==> src/clk_tree_pkg.sv <==
// clock tree configuration package: register offsets, field layouts, reset values, source codes
// assumes an 8-bit register port with a 7-bit address, as on the device control port
`default_nettype none

package clk_tree_pkg;

  // ----------------------------------------------------------------
  // register offsets
  // ----------------------------------------------------------------
  localparam logic [6:0] SEC_SRC_ADDR = 7'h33;
  localparam logic [6:0] NM_SRC_ADDR = 7'h34;
  localparam logic [6:0] PRESCALE_ADDR = 7'h35;
  localparam logic [6:0] MULT_UPPER_ADDR = 7'h36;
  localparam logic [6:0] FRAC_LOW_ADDR = 7'h37;
  localparam logic [6:0] INT_LOW_ADDR = 7'h38;
  localparam logic [6:0] PRE_SRC_ADDR = 7'h32;

  // ----------------------------------------------------------------
  // reset values
  // ----------------------------------------------------------------
  localparam logic [7:0] SEC_SRC_RST = 8'h00;
  localparam logic [7:0] NM_SRC_RST = 8'h10;
  localparam logic [7:0] PRESCALE_RST = 8'h01;
  localparam logic [7:0] MULT_UPPER_RST = 8'h00;
  localparam logic [7:0] FRAC_LOW_RST = 8'h00;
  localparam logic [7:0] INT_LOW_RST = 8'h08;
  localparam logic [7:0] PRE_SRC_RST = 8'h00;

  // ----------------------------------------------------------------
  // writable masks; other bits are read-only reserved and read as zero
  // ----------------------------------------------------------------
  localparam logic [7:0] SEC_SRC_WMASK = 8'h70;
  localparam logic [7:0] PRE_SRC_WMASK = 8'hC0;
  localparam logic [7:0] FULL_WMASK = 8'hFF;

  // ----------------------------------------------------------------
  // field positions
  // ----------------------------------------------------------------
  localparam int SEC_SRC_LSB = 4;
  localparam int DIG_SRC_LSB = 6;
  localparam int NM_SRC_LSB = 4;
  localparam int PRE_SRC_LSB = 6;
  localparam int INT_TOP_BIT = 7;
  localparam int HALVE_BIT = 6;
  localparam int FRAC_TOP_W = 6;

  // ----------------------------------------------------------------
  // derived values
  // ----------------------------------------------------------------
  localparam logic [8:0] PRESCALE_ZERO_DIV = 9'h100;
  localparam logic [13:0] FRAC_LIMIT = 14'h270F;
  localparam logic [8:0] INT_ZERO = 9'h000;

  // binary-coded clock source identities on the selector inputs and source outputs
  typedef enum logic [2:0]
  {
    SRC_PLL = 3'b000,
    SRC_PRIMARY = 3'b001,
    SRC_SECONDARY = 3'b010,
    SRC_EXTERNAL = 3'b011,
    SRC_OSC = 3'b100,
    SRC_DSP = 3'b101,
    SRC_DIGITAL = 3'b110,
    SRC_NONE = 3'b111
  } clk_source_type;

  // clock inputs to the selectors
  typedef struct packed
  {
    logic pll;
    logic primary;
    logic secondary;
    logic external_clock;
    logic osc;
    logic dsp;
  } clk_inputs_type;

  // settings delivered to the pll
  typedef struct packed
  {
    logic [8:0] prescale_div;
    logic [8:0] int_mult;
    logic [13:0] frac_mult;
    logic halve;
    logic manual;
    logic reserved_setting;
  } pll_settings_type;

endpackage : clk_tree_pkg

`default_nettype wire

==> src/clk_tree_cfg.sv <==
// clock tree configuration registers, source selectors and pll setting assembly
// assumes a synchronous 8-bit register port in the clk_i domain and clock inputs sampled as levels
`default_nettype none

// Functional notes
// - secondary bit-clock divider source bits 6-4: pll, primary, external, oscillator, dsp.
// - digital divider source bits 7-6: primary, secondary, external, oscillator.
// - divider source bits 5-4 reset 01; 0,1 pll, 2 digital, 3 primary.
// - prescaler divides by its code 1-255; code 0 divides by 256; reset 1.
// - automatic detection makes prescaler, integer and fraction fields ignored.
// - multiplier control bit 7 is the integer multiplier top bit.
// - multiplier control bit 6 set halves the divided clock.
// - multiplier control bits 5-0 are fraction top bits, reset zero.
// - fraction is the six top bits joined with the following low byte.
// - prescaler input source: primary, secondary, external, oscillator.
// - integer multiplier is top bit over low byte, 1 to 511; zero reserved.
module clk_tree_cfg
(
  input wire logic clk_i,
  input wire logic rstn_i,
  input wire logic ce_i,
  input wire logic wr_en_i,
  input wire logic rd_en_i,
  input wire logic [6:0] addr_i,
  input wire logic [7:0] wdata_i,
  input wire logic auto_detect_i,
  input wire logic [8:0] auto_prescale_i,
  input wire logic [8:0] auto_int_i,
  input wire logic [13:0] auto_frac_i,
  input wire clk_tree_pkg::clk_inputs_type clk_in_i,
  output logic [7:0] rdata_o,
  output logic rvalid_o,
  output clk_tree_pkg::pll_settings_type pll_o,
  output logic sec_div_clk_o,
  output logic dig_nm_clk_o,
  output logic nm_div_clk_o,
  output logic prescale_clk_o,
  output clk_tree_pkg::clk_source_type sec_src_o,
  output clk_tree_pkg::clk_source_type nm_src_o
);

  // ----------------------------------------------------------------
  // register storage
  // ----------------------------------------------------------------
  logic [7:0] sec_src_reg;
  logic [7:0] nm_src_reg;
  logic [7:0] prescale_reg;
  logic [7:0] mult_upper_reg;
  logic [7:0] frac_low_reg;
  logic [7:0] int_low_reg;
  logic [7:0] pre_src_reg;

  // every register is a plain byte of flops; the fields are carved out further down
  // so that the read port returns the raw bytes the selectors and the manual pll settings are built from

  // address decode
  // each strobe already carries the clock enable, so a frozen block ignores writes
  wire wr_sec = ce_i && wr_en_i && (addr_i == clk_tree_pkg::SEC_SRC_ADDR);
  wire wr_nm = ce_i && wr_en_i && (addr_i == clk_tree_pkg::NM_SRC_ADDR);
  wire wr_pre = ce_i && wr_en_i && (addr_i == clk_tree_pkg::PRESCALE_ADDR);
  wire wr_mul = ce_i && wr_en_i && (addr_i == clk_tree_pkg::MULT_UPPER_ADDR);
  wire wr_frac = ce_i && wr_en_i && (addr_i == clk_tree_pkg::FRAC_LOW_ADDR);
  wire wr_int = ce_i && wr_en_i && (addr_i == clk_tree_pkg::INT_LOW_ADDR);
  wire wr_psrc = ce_i && wr_en_i && (addr_i == clk_tree_pkg::PRE_SRC_ADDR);

  // read-only reserved bits are masked so they keep reading zero whatever is written
  wire [7:0] sec_src_next = wdata_i & clk_tree_pkg::SEC_SRC_WMASK;
  wire [7:0] pre_src_next = wdata_i & clk_tree_pkg::PRE_SRC_WMASK;

  // register writes, frozen while the clock enable is low
  // each byte acts at once; a multi-byte setting passes through mixed values while
  // software rewrites it, which the pll side must tolerate or hold off on
  always_ff @(posedge clk_i or negedge rstn_i)
  begin
    if (!rstn_i)
    begin
      sec_src_reg <= clk_tree_pkg::SEC_SRC_RST;
      nm_src_reg <= clk_tree_pkg::NM_SRC_RST;
      prescale_reg <= clk_tree_pkg::PRESCALE_RST;
      mult_upper_reg <= clk_tree_pkg::MULT_UPPER_RST;
      frac_low_reg <= clk_tree_pkg::FRAC_LOW_RST;
      int_low_reg <= clk_tree_pkg::INT_LOW_RST;
      pre_src_reg <= clk_tree_pkg::PRE_SRC_RST;
    end
    else
    begin
      if (wr_sec) sec_src_reg <= sec_src_next;
      if (wr_nm) nm_src_reg <= wdata_i & clk_tree_pkg::FULL_WMASK;
      if (wr_pre) prescale_reg <= wdata_i;
      if (wr_mul) mult_upper_reg <= wdata_i;
      if (wr_frac) frac_low_reg <= wdata_i;
      if (wr_int) int_low_reg <= wdata_i;
      if (wr_psrc) pre_src_reg <= pre_src_next;
    end
  end

  // ----------------------------------------------------------------
  // read port
  // ----------------------------------------------------------------
  // unmapped addresses read zero; data lands one cycle after the request
  // a read and a write to one address in one cycle return the old value,
  // since the case below looks at the registers before the write edge
  logic [7:0] rdata_next;
  always_comb
  begin
    case (addr_i)
      clk_tree_pkg::SEC_SRC_ADDR: rdata_next = sec_src_reg;
      clk_tree_pkg::NM_SRC_ADDR: rdata_next = nm_src_reg;
      clk_tree_pkg::PRESCALE_ADDR: rdata_next = prescale_reg;
      clk_tree_pkg::MULT_UPPER_ADDR: rdata_next = mult_upper_reg;
      clk_tree_pkg::FRAC_LOW_ADDR: rdata_next = frac_low_reg;
      clk_tree_pkg::INT_LOW_ADDR: rdata_next = int_low_reg;
      clk_tree_pkg::PRE_SRC_ADDR: rdata_next = pre_src_reg;
      default: rdata_next = 8'h00;
    endcase
  end

  always_ff @(posedge clk_i or negedge rstn_i)
  begin
    if (!rstn_i)
    begin
      rdata_o <= 8'h00;
      rvalid_o <= 1'b0;
    end
    else if (ce_i)
    begin
      rdata_o <= rd_en_i ? rdata_next : rdata_o;
      rvalid_o <= rd_en_i;
    end
  end

  // ----------------------------------------------------------------
  // field extraction
  // field positions come from the package so the register map stays in one place
  // ----------------------------------------------------------------
  wire [2:0] sec_code = sec_src_reg[clk_tree_pkg::SEC_SRC_LSB +: 3];
  wire [1:0] dig_code = nm_src_reg[clk_tree_pkg::DIG_SRC_LSB +: 2];
  wire [1:0] nm_code = nm_src_reg[clk_tree_pkg::NM_SRC_LSB +: 2];
  wire [1:0] psrc_code = pre_src_reg[clk_tree_pkg::PRE_SRC_LSB +: 2];

  // ----------------------------------------------------------------
  // source selectors
  // ----------------------------------------------------------------
  // reserved codes select no clock and hold the divider input low, a safe idle
  // a quiet low was chosen over a default source so that a bad code is visible
  // as a dead divider instead of a divider running at an unexpected rate
  clk_tree_pkg::clk_source_type sec_src;
  always_comb
  begin
    case (sec_code)
      3'h0: sec_src = clk_tree_pkg::SRC_PLL;
      3'h1: sec_src = clk_tree_pkg::SRC_PRIMARY;
      3'h3: sec_src = clk_tree_pkg::SRC_EXTERNAL;
      3'h4: sec_src = clk_tree_pkg::SRC_OSC;
      3'h5: sec_src = clk_tree_pkg::SRC_DSP;
      default: sec_src = clk_tree_pkg::SRC_NONE;
    endcase
  end

  // the digital divider source and the pll prescaler source share one encoding
  // one function keeps the two decoders from drifting apart
  function automatic clk_tree_pkg::clk_source_type four_way(input logic [1:0] code);
    case (code)
      2'h0: four_way = clk_tree_pkg::SRC_PRIMARY;
      2'h1: four_way = clk_tree_pkg::SRC_SECONDARY;
      2'h2: four_way = clk_tree_pkg::SRC_EXTERNAL;
      default: four_way = clk_tree_pkg::SRC_OSC;
    endcase
  endfunction

  wire clk_tree_pkg::clk_source_type dig_src = four_way(dig_code);
  wire clk_tree_pkg::clk_source_type psrc_src = four_way(psrc_code);

  // codes 0 and 1 both take the pll output; code 3 is the low-jitter primary path
  clk_tree_pkg::clk_source_type nm_src;
  always_comb
  begin
    case (nm_code)
      2'h2: nm_src = clk_tree_pkg::SRC_DIGITAL;
      2'h3: nm_src = clk_tree_pkg::SRC_PRIMARY;
      default: nm_src = clk_tree_pkg::SRC_PLL;
    endcase
  end

  // one selector per divider input; only the n/m selector may take the digital source level
  logic sec_level;
  logic dig_level;
  logic nm_level;
  logic psrc_level;

  clk_source_pick i_sec_pick
  (
    .sel_i(sec_src),
    .clk_in_i(clk_in_i),
    .digital_i(1'b0),
    .level_o(sec_level)
  );

  clk_source_pick i_dig_pick
  (
    .sel_i(dig_src),
    .clk_in_i(clk_in_i),
    .digital_i(1'b0),
    .level_o(dig_level)
  );

  // the n/m chain reaches the digital source through the digital selector's own level
  clk_source_pick i_nm_pick
  (
    .sel_i(nm_src),
    .clk_in_i(clk_in_i),
    .digital_i(dig_level),
    .level_o(nm_level)
  );

  clk_source_pick i_psrc_pick
  (
    .sel_i(psrc_src),
    .clk_in_i(clk_in_i),
    .digital_i(1'b0),
    .level_o(psrc_level)
  );

  // ----------------------------------------------------------------
  // pll settings
  // ----------------------------------------------------------------
  wire [8:0] prescale_div = (prescale_reg == 8'h00) ? clk_tree_pkg::PRESCALE_ZERO_DIV
                                                    : {1'b0, prescale_reg};
  wire [8:0] int_mult = {mult_upper_reg[clk_tree_pkg::INT_TOP_BIT], int_low_reg};
  wire [13:0] frac_mult = {mult_upper_reg[clk_tree_pkg::FRAC_TOP_W-1:0], frac_low_reg};
  wire halve = mult_upper_reg[clk_tree_pkg::HALVE_BIT];
  // reserved programming is flagged, not corrected; the ratio is J + D/10000
  wire bad_setting = (int_mult == clk_tree_pkg::INT_ZERO) || (frac_mult > clk_tree_pkg::FRAC_LIMIT);

  // the block only hands over j, d, p, the halving bit and the manual and reserved flags; the ratio itself is
  // formed inside the pll, which lies outside this block
  // a limitation: the reserved flag is only a warning, the values still pass through

  // in auto detection the programmed fields other than the halving bit are ignored in favour of derived ones
  clk_tree_pkg::pll_settings_type pll_next;
  assign pll_next.prescale_div = auto_detect_i ? auto_prescale_i : prescale_div;
  assign pll_next.int_mult = auto_detect_i ? auto_int_i : int_mult;
  assign pll_next.frac_mult = auto_detect_i ? auto_frac_i : frac_mult;
  assign pll_next.halve = halve;
  assign pll_next.manual = ~auto_detect_i;
  assign pll_next.reserved_setting = ~auto_detect_i & bad_setting;

  // registered outputs; clock levels pass through one flop, fine for a behavioural tree
  always_ff @(posedge clk_i or negedge rstn_i)
  begin
    if (!rstn_i)
    begin
      pll_o <= '0;
      sec_div_clk_o <= 1'b0;
      dig_nm_clk_o <= 1'b0;
      nm_div_clk_o <= 1'b0;
      prescale_clk_o <= 1'b0;
      sec_src_o <= clk_tree_pkg::SRC_PLL;
      nm_src_o <= clk_tree_pkg::SRC_PLL;
    end
    else if (ce_i)
    begin
      pll_o <= pll_next;
      sec_div_clk_o <= sec_level;
      dig_nm_clk_o <= dig_level;
      nm_div_clk_o <= nm_level;
      prescale_clk_o <= psrc_level;
      sec_src_o <= sec_src;
      nm_src_o <= nm_src;
    end
  end

endmodule // clk_tree_cfg

// ----------------------------------------------------------------
// clock source selector
// ----------------------------------------------------------------
// picks one clock level by source identity; reserved identities give a quiet low
// purely combinational, the caller registers the result before it leaves the block
module clk_source_pick
(
  input wire clk_tree_pkg::clk_source_type sel_i,
  input wire clk_tree_pkg::clk_inputs_type clk_in_i,
  input wire logic digital_i,
  output logic level_o
);

  // level selection by source identity
  always_comb
  begin
    case (sel_i)
      clk_tree_pkg::SRC_PLL: level_o = clk_in_i.pll;
      clk_tree_pkg::SRC_PRIMARY: level_o = clk_in_i.primary;
      clk_tree_pkg::SRC_SECONDARY: level_o = clk_in_i.secondary;
      clk_tree_pkg::SRC_EXTERNAL: level_o = clk_in_i.external_clock;
      clk_tree_pkg::SRC_OSC: level_o = clk_in_i.osc;
      clk_tree_pkg::SRC_DSP: level_o = clk_in_i.dsp;
      clk_tree_pkg::SRC_DIGITAL: level_o = digital_i;
      default: level_o = 1'b0;
    endcase
  end

endmodule // clk_source_pick

`default_nettype wire

==> config.mk <==
export PLATFORM = sky130hd
export DESIGN_NAME = clk_tree_cfg
export DESIGN_NICKNAME = d
export VERILOG_FILES = /design/src/clk_tree_pkg.sv /design/src/clk_tree_cfg.sv
export SDC_FILE = /design/constraint.sdc
export NUM_CORES = 1
export LEC_CHECK = 0
export ABC_AREA = 1
export BUFFER_PORTS_ARGS = -buffer_cell sky130_fd_sc_hd__buf_2
export CORE_ASPECT_RATIO = 1.1
export CORE_UTILIZATION = 54
export CTS_CLUSTER_DIAMETER = 60
export CTS_CLUSTER_SIZE = 28
export DETAILED_ROUTE_END_ITERATION = 16
export GPL_ROUTABILITY_DRIVEN = 1
export PLACE_DENSITY_LB_ADDON = 0.1
export REMOVE_ABC_BUFFERS = 1
export SLEW_MARGIN = 20
export SYNTH_ARGS = -nofsm -noshare
export SYNTH_HDL_FRONTEND = slang
export SYNTH_HIERARCHICAL = 1
export SYNTH_SLANG_ARGS = --single-unit
==> constraint.sdc <==
create_clock -name clk_i -period 1.92 [get_ports clk_i]
set_input_delay 0.576 -clock clk_i [delete_from_list [all_inputs] [get_ports clk_i]]
set_output_delay 0.576 -clock clk_i [all_outputs]
set_load 0.05 [all_outputs]
==> results of run 1 <==
-- logic make-up after synthesis --
group / Yosys count
AOI/OAI and AO/OA: 118
adders and majority gates: 6
buffers and inverters: 77
DFF: 98
other: 1
and+or+nand+nor: 344
-- repair_timing --
item                                    in CTS  in global routing
endpoints found under the hold margin        0                  0
gates resized for setup                      0                  2
endpoints found under the setup margin       0                  1
setup buffers                                0                  2
hold buffers                                 0                  0
-- cell type report --
class	count	area, µm²	share of cell area [%]
clock buffers	9	123.9	2.103
clock inverters	7	52.55	0.8923
inverters	50	187.7	3.187
multi-input cells	471	2213	37.58
flip-flops and latches	98	2456	41.70
well taps	114	142.6	2.422
repair buffers	127	713.2	12.11
-- synth_stat cells, types with 2 or more instances --
master    number
nand3_1       41
or2_2          4
o21ai_1       38
inv_1         43
buf_2          9
and3_1         4
nand3_2        5
ha_1           6
o21ai_0       74
nand2_1      184
nor3_1         3
buf_6          4
nand4_1       20
inv_2          7
a21oi_1        2
nor2_1        71
nand2_2        3
nor2_4         5
dfrtp_1       95
clkbuf_1      13
dfstp_2        3
-- where the power goes --
part | internal, mW | switching [mW] | total [mW] | leakage [nW]
logic | 0.248 | 0.669 | 0.918 | 1.76
registers | 2.20 | 0.0996 | 2.30 | 1.26
clock network | 0.477 | 0.767 | 1.24 | 0.0783
total | 2.93 | 1.54 | 4.46 | 3.09
-- per-layer routing --
layer	vias up	GRT usage, %	part of all wire [%]
met3	19	3.392	5.2
met5	-	0	0
met4	0	12.90	1.8
li1	2321	-	-
met1	2216	36.11	44
met2	153	48.53	49
-- worst min path at each step --
| stage | startpoint | end | slack [ns] | cells after the start |
|---|---|---|---|---|
| floorplan | rstn_i | dig_nm_clk_o$_DFFE_PN0P_ | 0.28 | 0 |
| global placement | rvalid_o$_DFFE_PN0P_ | rvalid_o$_DFFE_PN0P_ | 0.45 | 2 |
| global route | rstn_i | pll_o[1]$_DFFE_PN0P_ | 0.29 | 2 |
| detailed placement | rvalid_o$_DFFE_PN0P_ | rvalid_o$_DFFE_PN0P_ | 0.45 | 2 |
| CTS | rstn_i | pll_o[9]$_DFFE_PN0P_ | 0.26 | 2 |
| finish | rstn_i | pll_o[1]$_DFFE_PN0P_ | 0.25 | 2 |
-- stage by stage --
stage          std cells  area, µm²  setup WS (ns)  total power [mW]  utilization (%)
2_1_floorplan        619       4852         0.2035             2.910                -
3_3_place_gp         858       5693         0.1863             3.232            63.83
3_5_place_dp         858       5693         0.1068             3.257            63.83
4_1_cts              874       5869        0.09409             4.486            65.81
5_1_grt              876       5889       0.008456             4.663            66.04
6_report             876       5889         0.1796             4.463            66.04
==> qor.txt, run 1 <==
top cells by area, synth: dfrtp_1, nand2_1, o21ai_0, nor2_1, nand3_1
Setup crit end kind: flop
Worst Path Buf+Inv: 1
CTS Buf Count: 9
Port Buffers: 112
Vias: 4,709
Initial Util: 55.96%
die footprint: 9632 µm²
Yosys cell types: 31
GRT overflow: 0
Hold WS: 0.2460 ns
reg2reg start: nm_src_reg[7]$_DFFE_PN0P_
Tmin final: 1.740 ns
Starting DRT DRC Count: 266
final hold violation count: 0
Chip Width: 93.67 µm
Top Family by Delay on Critical Path: simple AND/OR/NAND/NOR gates
post-synth top area cell: dfrtp_1
clock tree sinks: 98
vias in the first global route: 4,448
HP Class: input port to async pin
Synth top area share: 47.63%
total track usage: 28.26%
DRT antenna net count: 0
Rows: 36
Antenna Cells: 0
Slew @ Worst Pin: 0.5142 ns
htree depth: 3
crit path launch type: flop
clock buffer depth: 2
pwr/cell area: 757.8 nW/µm²
Worst R2R End: nm_div_clk_o$_DFFE_PN0P_
post-synthesis xor/xnor area fraction: 0%
most frequent cells in the layout: nand2_1, buf_2, dfrtp_1, o21ai_0, nor2_1
WP data required: 2.19 ns
Synthesis Warnings: 6
initial antenna violation count: 0
post-synthesis adder-cell area fraction: 1.504%
Post-Synthesis Cells: 644
CP Depth: 13
Compound-Gate Fraction of Synth Area: 12.01%
CP max stage cell: dfrtp_1
num ports: 113
dpl hpwl: 9253 µm
area growth from synthesis to layout: 18.00%
crit path cell chain: inv_1 > ha_1 > or2_4 > nand4_1 > nand2_1 > nor2_1 > nand2_1 > nand4_1 > nand2_1 > nor2_1 > nand2_1 > nand2_1 > nand2_1
post-synthesis simple-gate area fraction: 30.51%
r2r setup slk: 0.18 ns
clock root buffer: clkbuf_8
Syn Area/Cell: 7.750 µm²
CORE AREA: 8919 µm²
CTS tree: yes
depth of the most critical reg-to-reg path: 13
Clock Skew: 0.01265 ns
RSZ-0062 raised after global routing: false
Seq/Total Area, Yosys: 49.21%
most frequent cell on the critical path: nand2_1
largest net degree at the start of global routing: 99
capture point of the critical path: nm_div_clk_o$_DFFE_PN0P_
max_cap viols: 0
first-pass GRT wire length: 20,890 µm
# nets final: 822
asr flop ratio synth: 100.0%
drt drc: 0
drt pass-1 iters: 5
synthesized cell area: 4991 µm²
setup TNS: 0 ns
largest family of logic cells by synthesized area: simple AND/OR/NAND/NOR gates
Worst path max stage delay: 0.40 ns
critical setup path kind: flop to flop
Largest register FFs: 35
count of final setup violators: 0
period utilization: 90.64%
post-synthesis mux area share: 0%
layout cells sized above 1: 22.83%
number of synthesized flops with an enable pin: 0
most common flop cell mapped by yosys: dfrtp_1
Max Freq: 574.6 MHz
critical path startpoint: nm_src_reg[7]$_DFFE_PN0P_
Reg with most FFs: pll_o
LEAKAGE: 3.092 nW
die height: 102.8 µm
Synth Register Bits: 98
Slew HR: 65.72%
Via-to-Cell Ratio: 5.376
crit path max fanout: 5
Max Slew Vio Count: 0
most common cell after layout, fill and taps aside: nand2_1
latest clock arrival within the worst-skew pair: 0.38 ns
Routed WL per cell: 14.38 µm
# fillers: 798
Clk pin slew, worst setup/hold paths: 0.10 ns
maximum VDD drop: 445.9 µV
status: finished clean
Placer Congestion: 0.9483
Arrival @ worst endpoint: 2.01 ns
WL final: 12,600 µm
No activity file was read; power rests on OpenSTA's default activity.
==> run 2: changes to the inputs <==
- CELL_PAD_IN_SITES_DETAIL_PLACEMENT: default -> 2
- CELL_PAD_IN_SITES_GLOBAL_PLACEMENT: default -> 2
- CORE_UTILIZATION: 54 -> 31
- SLEW_MARGIN: 20 -> default
==> run 2 against run 1 <==
Effect of this change: combinational power rose by 6.2%; non-clock buffer count rose by 8; critical path type unchanged; count of clock-buffer cells in the layout unchanged; largest power group unchanged; sequential power barely moved; die area is 72% higher; final cell count up 11%.
==> qor.txt, run 2 (synthesized netlist as in run 1, its figures left out) <==
status: finished clean
first-pass GRT wire length: 28,550 µm
Arrival @ worst endpoint: 2.00 ns
CTS Buf Count: 9
Clock Skew: 0.009462 ns
Via-to-Cell Ratio: 5.064
cts hold-fix bufs: 0
M1 wire length: 7715 µm
Port Buffers: 112
pwr/cell area: 837.6 nW/µm²
Placed Area: 5861 µm²
Reg with most FFs: pll_o
maximum VDD drop: 380.0 µV
layout cells sized above 1: 24.03%
Initial Util: 31.72%
Vias: 4,912
most frequent cells in the layout: nand2_1, buf_2, dfrtp_1, o21ai_0, nor2_1
Worst Path Buf+Inv: 1
final instance area: 6202 µm²
CP max stage cell: dfrtp_1
RSZ-0062 raised after global routing: false
total track usage: 22.64%
initial antenna violation count: 0
Max Slew Vio Count: 0
most frequent cell on the critical path: nand2_1
latest clock arrival within the worst-skew pair: 0.36 ns
num ports: 113
final hold violation count: 0
clock tree sinks: 98
die height: 135.1 µm
Placer Congestion: 0.8289
met2 routed WL: 8893 µm
vias in the first global route: 5,379
count of final setup violators: 0
WP data required: 2.16 ns
most common cell after layout, fill and taps aside: nand2_1
Routed WL per cell: 18.15 µm
Largest register FFs: 35
DRT antenna net count: 0
drt drc: 0
setup TNS: 0 ns
Rows: 48
crit path cell chain: inv_2 > ha_1 > or2_4 > nand4_1 > nand2_1 > nor2_1 > nand2_1 > nand4_1 > nand2_1 > nor2_1 > nand2_1 > nand2_1 > nand2_1
GRT overflow: 0
Top Family by Delay on Critical Path: simple AND/OR/NAND/NOR gates
highest routed layer: met4
# fillers: 1,903
CTS tree: yes
area growth from synthesis to layout: 24.27%
Tmin final: 1.759 ns
max_cap viols: 0
LEAKAGE: 3.197 nW
drt pass-1 iters: 4
Antenna Cells: 0
crit path launch type: flop
crit path max fanout: 5
reg2reg start: nm_src_reg[6]$_DFFE_PN0P_
die footprint: 16,610 µm²
Max Freq: 568.5 MHz
dpl hpwl: 13,690 µm
Clk pin slew, worst setup/hold paths: 0.08 ns
period utilization: 91.61%
htree depth: 3
clock buffer depth: 2
DR WL met3: 579 µm
Worst path max stage delay: 0.37 ns
CORE AREA: 15,740 µm²
Chip Width: 123.0 µm
HP Class: input port to async pin
WL final: 17,600 µm
Setup crit end kind: flop
Slew @ Worst Pin: 0.5216 ns
Slew HR: 65.23%
clock root buffer: clkbuf_16
Starting DRT DRC Count: 173
# nets final: 830
critical setup path kind: flop to flop
critical path startpoint: nm_src_reg[6]$_DFFE_PN0P_
largest net degree at the start of global routing: 49
run 2: layer usage:
metal / GRT usage [%] / vias to the layer above
met5: 0 / -
met4: 8.501 / 0
met3: 2.829 / 30
met2: 39.45 / 108
met1: 28.37 / 2442
li1: - / 2332
run 2: worst register-to-register path: stages (launching register included):
cell and delay (ns):
dfrtp_1 0.37, inv_2 0.07, ha_1 0.19, or2_4 0.25
nand4_1 0.08, nand2_1 0.07, nor2_1 0.11, nand2_1 0.08
nand4_1 0.08, nand2_1 0.08, nor2_1 0.09, nand2_1 0.06
nand2_1 0.06, nand2_1 0.05
run 2: layout make-up:
cell class	count	area, µm²	area share, %
clock buffer	9	225.2	3.631
clock inverter	7	83.83	1.352
inverter	50	187.7	3.026
multi-input combinational	471	2226	35.89
sequential	98	2456	39.60
tap	200	250.2	4.035
timing repair buffer	135	773.2	12.47
run 2: report_power, final:
group	switching, mW	internal (mW)
clock	0.882	1.03
sequential	0.102	2.20
combinational	0.716	0.259
run 2: metrics by stage:
| step | instances | power [mW] | setup WS, ns | hold WS [ns] | util (%) |
|---|---|---|---|---|---|
| 3_3_place_gp | 952 | 3.282 | 0.1130 | 0.4504 | 37.25 |
| 5_1_grt | 970 | 5.438 | 0.0005129 | 0.09483 | 39.42 |
| 3_5_place_dp | 952 | 3.327 | 0.01220 | 0.4638 | 37.25 |
| 6_report | 970 | 5.195 | 0.1611 | 0.09026 | 39.42 |
| 2_1_floorplan | 619 | 2.910 | 0.2035 | 0.2804 | - |
| 4_1_cts | 970 | 5.266 | 0.009734 | 0.09174 | 39.32 |
run 2: what timing repair did:
action,in CTS,in global routing
gates resized for setup,1,5
pin swaps,0,5
setup buffers,2,0
endpoints found under the setup margin,1,1
endpoints found under the hold margin,0,0
gates cloned,0,0
run 2: final timing paths:
| path | to | cells past startpoint | slack, ns |
|---|---|---|---|
| min reg2reg | dig_nm_clk_o$_DFFE_PN0P_ | 2 | 0.47 |
| max in group asynchronous | nm_src_o[1]$_DFFE_PN0P_ | 2 | 1.24 |
| min in group clk_i | int_low_reg[3]$_DFFE_PN1P_ | 3 | 0.47 |
| max reg2reg | nm_div_clk_o$_DFFE_PN0P_ | 13 | 0.16 |
| min | pll_o[25]$_DFFE_PN0P_ | 1 | 0.09 |
| max | nm_div_clk_o$_DFFE_PN0P_ | 13 | 0.16 |
